==> src/common/wayside_msg_pkg.sv <==
package wayside_msg_pkg;

  localparam int MSG_BITS = 19;
  localparam int FIELD_W = 5;

  // apb register byte offsets
  localparam logic [7:0] OFS_CTRL = 8'h00;
  localparam logic [7:0] OFS_STATUS = 8'h04;
  localparam logic [7:0] OFS_DIVIDER = 8'h08;
  localparam logic [7:0] OFS_LAST_MSG = 8'h0c;
  localparam logic [7:0] OFS_MAP_BASE = 8'h40;
  localparam int MAP_ENTRIES = 32;

  // control fields
  localparam int CTRL_ENABLE_BIT = 0;
  localparam int CTRL_LIGHT_BIT = 1;
  localparam logic [31:0] CTRL_RESET = 32'h0000_0001;

  // bit period in clock cycles, wayside needs four messages per pass
  localparam logic [15:0] DIVIDER_RESET = 16'h0032;
  localparam logic [15:0] LIGHT_HOLD_RESET = 16'hffff;

  // source selection for each message bit
  localparam logic [4:0] SRC_ZERO = 5'h00;
  localparam logic [4:0] SRC_ONE = 5'h01;
  localparam logic [4:0] SRC_ROLE_ACTIVE = 5'h02;
  localparam logic [4:0] SRC_END_TRAIN = 5'h03;
  localparam logic [4:0] SRC_CANCEL = 5'h04;
  localparam logic [4:0] SRC_SW_LEFT = 5'h05;
  localparam logic [4:0] SRC_SW_RIGHT = 5'h06;
  localparam logic [4:0] SRC_PREEMPT = 5'h07;
  localparam logic [4:0] SRC_NUM_BASE = 5'h08;
  localparam logic [4:0] SRC_NUM_LAST = 5'h15;

  typedef enum logic [1:0] {
    ROLE_SILENT = 2'b00,
    ROLE_LEAD = 2'b01,
    ROLE_TRAIL = 2'b11
  } role_t;

  typedef enum logic [1:0] {
    TX_IDLE = 2'b00,
    TX_SHIFT = 2'b01,
    TX_DONE = 2'b11
  } tx_state_t;

  typedef struct packed {
    logic cab_active;
    logic trailing_cab;
    logic end_of_train;
    logic preempt;
    logic switch_left;
    logic switch_right;
    logic cancel;
    logic [3:0] route_tens;
    logic [3:0] route_units;
    logic [3:0] train_tens;
    logic [3:0] train_units;
    logic [11:0] vehicle_jumper;
    logic interrogate;
  } panel_in_t;

  localparam int PANEL_W = $bits(panel_in_t);

endpackage : wayside_msg_pkg

==> src/design/pin_sync.sv <==
module pin_sync
  import wayside_msg_pkg::*;
(
  input wire logic sys_clk,
  input wire logic rst_b,
  input wire logic [PANEL_W-1:0] async_in,
  output logic [PANEL_W-1:0] sync_out
);

  typedef struct packed {
    logic [PANEL_W-1:0] first;
    logic [PANEL_W-1:0] second;
  } sync_state_t;

  sync_state_t st_r;
  sync_state_t st_nxt;

  always_comb begin
    st_nxt.first = async_in;
    st_nxt.second = st_r.first;
  end

  always_ff @(posedge sys_clk or negedge rst_b) begin
    if (!rst_b) begin
      st_r <= '0;
    end else begin
      st_r <= st_nxt;
    end
  end

  assign sync_out = st_r.second;

endmodule : pin_sync

==> src/design/wayside_transponder_message.sv <==
// Operation
// - every answer is exactly 19 message bits long
// - interrogation detected starts serial transmission of the message
// - bit rate high enough for four full messages per pass
// - trailing cab always answers; non-lead, non-trailing stays silent
// - energized leading cab answers with its own content
// - lead message: active flag, train 0-99, route 0-99, call flags
// - trailing message: inactive flag, end-of-train, vehicle 0-999
// - message content comes only from the cab panel; the software map can also select constant 0 or 1 bits
// - backlights lit while the active cab is interrogated
// - four pushbuttons feed preempt, left, right and cancel flags
// - four thumbwheel digits give route code and train number
// - vehicle number comes from fixed jumper setting
// - cab active, trailing and end-of-train choose role and content
//
// The placing of the registers and the APB register port are this design's own decisions.
module wayside_transponder_message
  import wayside_msg_pkg::*;
(
  input wire logic sys_clk,
  input wire logic rst_b,
  input wire logic psel,
  input wire logic penable,
  input wire logic pwrite,
  input wire logic [7:0] paddr,
  input wire logic [31:0] pwdata,
  output logic [31:0] prdata,
  output logic pready,
  output logic pslverr,
  input wire logic interrogate_in,
  input wire logic cab_active_in,
  input wire logic trailing_cab_in,
  input wire logic end_of_train_in,
  input wire logic preempt_btn,
  input wire logic switch_left_btn,
  input wire logic switch_right_btn,
  input wire logic cancel_btn,
  input wire logic [3:0] route_tens_in,
  input wire logic [3:0] route_units_in,
  input wire logic [3:0] train_tens_in,
  input wire logic [3:0] train_units_in,
  input wire logic [11:0] vehicle_jumper_in,
  output logic tx_data,
  output logic tx_active,
  output logic backlight
);

  typedef struct packed {
    logic [31:0] prdata;
    logic pready;
    logic pslverr;
    logic [31:0] ctrl;
    logic [15:0] divider;
    logic [MAP_ENTRIES*FIELD_W-1:0] map_lead;
    logic [MAP_ENTRIES*FIELD_W-1:0] map_trail;
    tx_state_t tx_state;
    role_t role;
    logic [MSG_BITS-1:0] shreg;
    logic [MSG_BITS-1:0] last_msg;
    logic [4:0] bit_cnt;
    logic [15:0] baud_cnt;
    logic interrogate_d;
    logic [15:0] msg_count;
    logic tx_data;
    logic tx_active;
    logic backlight;
  } state_t;

  state_t st_r;
  state_t st_nxt;
  panel_in_t pin;
  logic [PANEL_W-1:0] pin_flat;
  logic [MSG_BITS-1:0] msg_built;
  role_t role_now;

  // all panel and car discretes come from outside the clock domain
  pin_sync u_sync (
    .sys_clk(sys_clk),
    .rst_b(rst_b),
    .async_in({cab_active_in, trailing_cab_in, end_of_train_in,
               preempt_btn, switch_left_btn, switch_right_btn, cancel_btn,
               route_tens_in, route_units_in, train_tens_in, train_units_in,
               vehicle_jumper_in, interrogate_in}),
    .sync_out(pin_flat)
  );
  assign pin = panel_in_t'(pin_flat);

  // default layout: lead gets flag, buttons, 7-bit route, 7-bit train
  function automatic logic [MAP_ENTRIES*FIELD_W-1:0] default_map(
    input logic lead
  );
    logic [MAP_ENTRIES*FIELD_W-1:0] m;
    m = '0;
    for (int i = 0; i < MSG_BITS; i++) begin
      if (i == 0) begin
        m[i*FIELD_W +: FIELD_W] = SRC_ROLE_ACTIVE;
      end else if (lead && i < 5) begin
        m[i*FIELD_W +: FIELD_W] = 5'(int'(SRC_CANCEL) + i - 1);
      end else if (!lead && i == 1) begin
        m[i*FIELD_W +: FIELD_W] = SRC_END_TRAIN;
      end else if (lead) begin
        m[i*FIELD_W +: FIELD_W] = 5'(int'(SRC_NUM_BASE) + i - 5);
      end else begin
        m[i*FIELD_W +: FIELD_W] = 5'(int'(SRC_NUM_BASE) + i - 2);
      end
    end
    return m;
  endfunction : default_map

  // reset contents of the source maps
  localparam logic [MAP_ENTRIES*FIELD_W-1:0] MAP_LEAD_RESET =
    default_map(1'b1);
  localparam logic [MAP_ENTRIES*FIELD_W-1:0] MAP_TRAIL_RESET =
    default_map(1'b0);

  // two bcd digits to binary
  function automatic logic [9:0] bcd2(input logic [3:0] t,
                                      input logic [3:0] u);
    return 10'(t) * 10'd10 + 10'(u);
  endfunction : bcd2

  // numeric payload: lead packs route then train, trail the vehicle
  // two digits give at most 99, so 7 bits per number fill the lead message
  function automatic logic [13:0] number_field(input panel_in_t p,
                                               input logic lead);
    logic [9:0] route;
    logic [9:0] train;
    route = bcd2(p.route_tens, p.route_units);
    train = bcd2(p.train_tens, p.train_units);
    if (lead) begin
      return {train[6:0], route[6:0]};
    end
    return {2'b00, p.vehicle_jumper};
  endfunction : number_field

  function automatic logic pick_bit(input logic [4:0] src,
                                    input panel_in_t p,
                                    input logic lead);
    logic [13:0] num;
    num = number_field(p, lead);
    case (src)
      SRC_ZERO: return 1'b0;
      SRC_ONE: return 1'b1;
      SRC_ROLE_ACTIVE: return lead;
      SRC_END_TRAIN: return p.end_of_train;
      SRC_CANCEL: return p.cancel;
      SRC_SW_LEFT: return p.switch_left;
      SRC_SW_RIGHT: return p.switch_right;
      SRC_PREEMPT: return p.preempt;
      default: begin
        if (src >= SRC_NUM_BASE && src <= SRC_NUM_LAST) begin
          return num[4'(src - SRC_NUM_BASE)];
        end
        return 1'b0;
      end
    endcase
  endfunction : pick_bit

  always_comb begin
    if (pin.trailing_cab) begin
      role_now = ROLE_TRAIL;
    end else if (pin.cab_active) begin
      role_now = ROLE_LEAD;
    end else begin
      role_now = ROLE_SILENT;
    end
  end

  // message assembled through the map from panel inputs or constant 0 and 1 sources
  always_comb begin
    msg_built = '0;
    for (int i = 0; i < MSG_BITS; i++) begin
      if (role_now == ROLE_LEAD) begin
        msg_built[i] = pick_bit(st_r.map_lead[i*FIELD_W +: FIELD_W],
                                pin, 1'b1);
      end else begin
        msg_built[i] = pick_bit(st_r.map_trail[i*FIELD_W +: FIELD_W],
                                pin, 1'b0);
      end
    end
  end

  always_comb begin
    logic access;
    logic [5:0] idx;
    access = psel && penable && !st_r.pready;
    idx = 6'(paddr[7:2] - OFS_MAP_BASE[7:2]);
    st_nxt = st_r;
    st_nxt.pready = access;
    st_nxt.pslverr = 1'b0;
    st_nxt.interrogate_d = pin.interrogate;

    if (access) begin
      st_nxt.prdata = '0;
      if (paddr[1:0] != 2'b00) begin
        st_nxt.pslverr = 1'b1;
      end else if (paddr >= OFS_MAP_BASE) begin
        if (idx < 6'(MAP_ENTRIES)) begin
          if (pwrite) begin
            st_nxt.map_lead[5'(idx)*FIELD_W +: FIELD_W] = pwdata[4:0];
            st_nxt.map_trail[5'(idx)*FIELD_W +: FIELD_W] = pwdata[12:8];
          end
          st_nxt.prdata = {19'h0, st_r.map_trail[5'(idx)*FIELD_W +: FIELD_W],
                           3'h0, st_r.map_lead[5'(idx)*FIELD_W +: FIELD_W]};
        end else begin
          st_nxt.pslverr = 1'b1;
        end
      end else begin
        case (paddr)
          OFS_CTRL: begin
            if (pwrite) begin
              st_nxt.ctrl = {30'h0, pwdata[1:0]};
            end
            st_nxt.prdata = st_r.ctrl;
          end
          OFS_STATUS: begin
            st_nxt.prdata = {st_r.msg_count, 8'h0, 1'b0, st_r.backlight,
                             st_r.tx_active, pin.interrogate, 2'h0,
                             st_r.role};
          end
          OFS_DIVIDER: begin
            if (pwrite && pwdata[15:0] != 16'h0000) begin
              st_nxt.divider = pwdata[15:0];
            end
            st_nxt.prdata = {16'h0, st_r.divider};
          end
          OFS_LAST_MSG: begin
            st_nxt.prdata = {13'h0, st_r.last_msg};
          end
          default: begin
            st_nxt.pslverr = 1'b1;
          end
        endcase
      end
    end

    case (st_r.tx_state)
      TX_IDLE: begin
        st_nxt.tx_active = 1'b0;
        st_nxt.tx_data = 1'b0;
        if (pin.interrogate && !st_r.interrogate_d &&
            st_r.ctrl[CTRL_ENABLE_BIT] && role_now != ROLE_SILENT) begin
          st_nxt.shreg = msg_built;
          st_nxt.last_msg = msg_built;
          st_nxt.role = role_now;
          st_nxt.bit_cnt = 5'(MSG_BITS);
          st_nxt.baud_cnt = st_r.divider;
          st_nxt.tx_state = TX_SHIFT;
          st_nxt.tx_active = 1'b1;
          st_nxt.tx_data = msg_built[0];
        end
      end
      TX_SHIFT: begin
        if (st_r.baud_cnt > 16'h0001) begin
          st_nxt.baud_cnt = st_r.baud_cnt - 16'h0001;
        end else if (st_r.bit_cnt > 5'h01) begin
          st_nxt.shreg = st_r.shreg >> 1;
          st_nxt.tx_data = st_r.shreg[1];
          st_nxt.bit_cnt = st_r.bit_cnt - 5'h01;
          st_nxt.baud_cnt = st_r.divider;
        end else begin
          st_nxt.tx_state = TX_DONE;
          st_nxt.tx_active = 1'b0;
          st_nxt.tx_data = 1'b0;
          st_nxt.msg_count = st_r.msg_count + 16'h0001;
        end
      end
      TX_DONE: begin
        st_nxt.tx_state = TX_IDLE;
      end
      default: begin
        st_nxt.tx_state = TX_IDLE;
      end
    endcase

    // repeated interrogation while the car sits over the loop
    if (st_r.tx_state == TX_DONE && pin.interrogate) begin
      st_nxt.interrogate_d = 1'b0;
    end

    st_nxt.backlight = (pin.interrogate && role_now == ROLE_LEAD) ||
                       st_r.ctrl[CTRL_LIGHT_BIT];
  end

  always_ff @(posedge sys_clk or negedge rst_b) begin
    if (!rst_b) begin
      st_r <= '0;
      st_r.ctrl <= CTRL_RESET;
      st_r.divider <= DIVIDER_RESET;
      st_r.map_lead <= MAP_LEAD_RESET;
      st_r.map_trail <= MAP_TRAIL_RESET;
      st_r.tx_state <= TX_IDLE;
      st_r.role <= ROLE_SILENT;
    end else begin
      st_r <= st_nxt;
    end
  end

  assign prdata = st_r.prdata;
  assign pready = st_r.pready;
  assign pslverr = st_r.pslverr;
  assign tx_data = st_r.tx_data;
  assign tx_active = st_r.tx_active;
  assign backlight = st_r.backlight;

endmodule : wayside_transponder_message

==> config.mk <==
export PLATFORM = sky130hd
export DESIGN_NAME = wayside_transponder_message
export DESIGN_NICKNAME = d
export VERILOG_FILES = /design/src/common/wayside_msg_pkg.sv /design/src/design/pin_sync.sv /design/src/design/wayside_transponder_message.sv
export SDC_FILE = /design/constraint.sdc
export NUM_CORES = 1
export LEC_CHECK = 0
export BUFFER_PORTS_ARGS = -buffer_cell sky130_fd_sc_hd__buf_2
export CORE_UTILIZATION = 40
export CTS_CLUSTER_SIZE = 12
export DETAILED_ROUTE_END_ITERATION = 8
export GPL_TIMING_DRIVEN = 0
export PLACE_DENSITY_LB_ADDON = 0.15
export SETUP_SLACK_MARGIN = 0.5
export SYNTH_ARGS = -nofsm -noshare
export SYNTH_HDL_FRONTEND = slang
export SYNTH_SLANG_ARGS = --single-unit
==> constraint.sdc <==
create_clock -name sys_clk -period 2.97 [get_ports sys_clk]
set_input_delay 0.1485 -clock sys_clk [delete_from_list [all_inputs] [get_ports sys_clk]]
set_output_delay 0.1485 -clock sys_clk [all_outputs]
set_load 0.1 [all_outputs]
==> results_dict.tcl <==
set metrics [dict create \
    root_buffer "clkbuf_16" \
    synthDistinctLibCells 78 \
    ios 118 \
    fillers 6760 \
    status "complete, but fails checks" \
    antenna_left 0 \
    period_share_pct 112 \
    synth.avg_cell_area_sq_um 10.1 \
    worstReg2RegEnd "st_r[66]" \
    cts_tree "built" \
    grt_remaining_overflow 0 \
    r2r_cells 13 \
    post-place-cells 4078 \
    critPathLaunchType "flip-flop" \
    crit_type "flip-flop to flip-flop" \
    met3_length_mm 14.3 \
    drt_iter0_drc 3520 \
    grt_first_pass_wirelength_mm 196 \
    die_x_um 277 \
    min_period_ns 3.34 \
    power_per_cell_area_nw_per_um2 489 \
    synth_flop_cell "dfrtp_1" \
    routed_wl_mm 139 \
    grt_max_degree 124 \
    grtUsageTotal_pct 35.9 \
    final_cells 4354 \
    regToRegSetupSlack_ns -0.37 \
    highest_layer "met5" \
    synthSimpleGateAreaFrac_pct 13.7 \
    report.final.slew_viol_count 0 \
    finalSetupViolCount 38 \
    antenna_found_initial 8 \
    drc_errors 0 \
    cp-end-kind "flip-flop" \
    p_leak_nw 15.2 \
    synth_xor_area_share_pct 0.839 \
    num_vias 28000 \
    dp_hpwl_mm 97.6 \
    skew_ns 0.0213 \
    wl_met1_mm 56.4 \
    drive_above_1_share_pct 30.9 \
    fp.dieH_um 277 \
    gp_congestion 1.03 \
    slew_headroom_pct 6.46 \
    synthCells 3012 \
    fp-row-count 100 \
    path_clk_slew_ns 0.06 \
    synthTopCellsByArea "dfrtp_1 36%, mux4_2 14%, dfstp_2 7.9%, o21ai_0 6.6%, nand2_1 5.3%" \
    final_cell_mix "431 x dfrtp_1, 417 x nand2_1, 364 x o21ai_0, 183 x mux4_2, 151 x clkbuf_1" \
    setup_ws_ns -0.368 \
    portBuffers 91 \
    cp-endpoint "st_r[66]" \
    syn-num-nets 3123 \
    violations "negative setup slack" \
    cts_max_path_buffers 3 \
    min_path_type "input port to async pin" \
    area_growth_pct 25.8 \
    viasPerCell 6.43 \
    maxCapViolations 0 \
    cp-startpoint "u_sync.sync_out[26]" \
    tightest_slew_ns 1.40 \
    wl_per_cell_um 32.0 \
    dieArea_sq_um 76800 \
    synth_edf_count 0 \
    synthMuxAreaShare_pct 18.4 \
    yosys_warnings 0 \
    drt_pre_antenna_iters 6 \
    start_util_pct 40.5 \
    synth_top_family_by_area "multiplexers" \
    insertion_delay_ns 0.63 \
    num-nets-final 3441 \
    yosys.area.top_type_share_pct 35.9 \
    wl_met2_mm 60.5 \
    yosys.area.top_type "dfrtp_1" \
    cp_max_fo 5 \
    numCtsBuffers 67 \
    grt_setup_unrepaired "true" \
    layout_commonest_cell "dfrtp_1" \
    synthArstFlopShare_pct 100 \
    setup_tns_ns -9.86 \
    worstPathRequired_ns 3.51 \
    core_area_sq_um 74700 \
    finalHoldViolCount 0 \
    htreeDepth 3 \
    yosys.area_share.adder_pct 1.34 \
    worstPathArrival_ns 3.87 \
    ir_drop_uv 397 \
    r2r-start "u_sync.sync_out[26]" \
    multi_input_area_sq_um 16900 \
    syn_area_sq_um 30300 \
    synth_compound_area_share_pct 16.2 \
    cts_sinks 526 \
    yosysSeqAreaShare_pct 43.8 \
    fmax_mhz 300 \
    synth_seq_cells 526 \
    grt_pass1_vias 26700 \
    regArea_sq_um 13300 \
]
per-stage QoR:
| stage | util [%] | hold WS [ns] | setup slack (ns) | area (sq um) | total power (W) |
|---|---|---|---|---|---|
| floorplan | - | -0.147 | 0.112 | 30600 | 0.00850 |
| global placement | 43.2 | 0.256 | -10.58 | 32300 | 0.00955 |
| detailed placement | 43.5 | 0.179 | -1.93 | 32500 | 0.00960 |
| CTS | 49.5 | 0.107 | -0.328 | 36900 | 0.0185 |
| global route | 51.0 | 0.156 | -0.498 | 38100 | 0.0191 |
| finish | 51.0 | 0.104 | -0.368 | 38100 | 0.0186 |
power breakdown:
group          total (W)  internal, W  switching, W
logic            0.00276     0.000938       0.00183
registers        0.00736      0.00726     0.0000988
clock network    0.00850      0.00509       0.00341
total             0.0186       0.0133       0.00534
critical path: stages, from the launching register on:
cell       delay (ns)
dfrtp_1          0.41
ha_1             0.29
ha_2             0.19
fa_2             0.53
o211ai_1         0.12
o21a_2           0.25
buf_8            0.13
or2_4            0.23
clkbuf_16        0.17
buf_12           0.13
nor2_4           0.07
o21ai_2          0.05
a221o_2          0.48
o211ai_1         0.19
synth_stat cells, drive strengths merged (7+ instances only):
cell,number
dfrtp,435
nand2,427
o21ai,405
clkbuf,255
mux4,183
nor2,134
nand3,122
inv,100
mux2,92
dfstp,91
a21oi,80
buf,62
mux2i,41
nor3,41
a31oi,38
a22oi,37
nand2b,29
o211ai,29
ha,26
nor2b,26
and3,24
a2111oi,23
a211oi,21
xnor2,18
nand4,17
nor3b,16
o2111ai,15
o22ai,15
a22o,14
nor4,12
xor2,11
a32oi,10
o221ai,10
a21boi,9
and2,9
o311ai,9
a221oi,8
o21a,8
a211o,7
a311oi,7
and4,7
nand3b,7
routing by layer:
layer | GRT usage (%) | up-vias
met5 | 0 | -
met4 | 18.7 | 8
met3 | 9.05 | 368
met2 | 53.0 | 1665
met1 | 48.6 | 14300
li1 | - | 11700
timing repair:
item                                   in CTS  in global routing
hold buffers                               45                  0
buffers inserted                           58                 38
gates cloned                                2                  9
endpoints found under the hold margin     114                  0
gates resized for setup                   275                333
setup endpoints to repair                 418                384
pin swaps                                  71                 56
kinds of logic (layout without fill, tap and decap cells):
kind of cell             count (synthesis)  in the layout
adder cells (fa/ha/maj)                 30             30
AND/OR/NAND/NOR                        896            896
AO/OA/AOI/OAI                          797            797
flip-flops                             526            526
buffers and inverters                  418            789
other                                    0              2
multiplexers                           316            316
XOR/XNOR                                29             29
final cells by class:
class / instances / share of cell area, %
well taps: 969 / 3.18
repair buffers: 249 / 5.71
clock buffers: 96 / 5.27
clock inverters: 26 / 0.749
inverters: 101 / 1.00
diodes: 2 / 0.0131
multi-input cells: 2068 / 44.3
plain buffers: 317 / 4.95
flip-flops and latches: 526 / 34.9
worst min-delay path by stage:
stage | slack (ns) | from | cells after the start | endpoint
5_1_grt | 0.16 | route_units_in[1] | 2 | u_sync.st_nxt[22]
3_5_place_dp | 0.18 | rst_b | 1 | u_sync.sync_out[0]
6_report | 0.10 | rst_b | 2 | u_sync.sync_out[0]
4_1_cts | 0.11 | paddr[0] | 5 | st_r[407]
3_3_place_gp | 0.26 | route_units_in[0] | 1 | u_sync.st_nxt[21]
2_1_floorplan | -0.15 | rst_b | 0 | async pin
(Power assumes the default switching activity.)
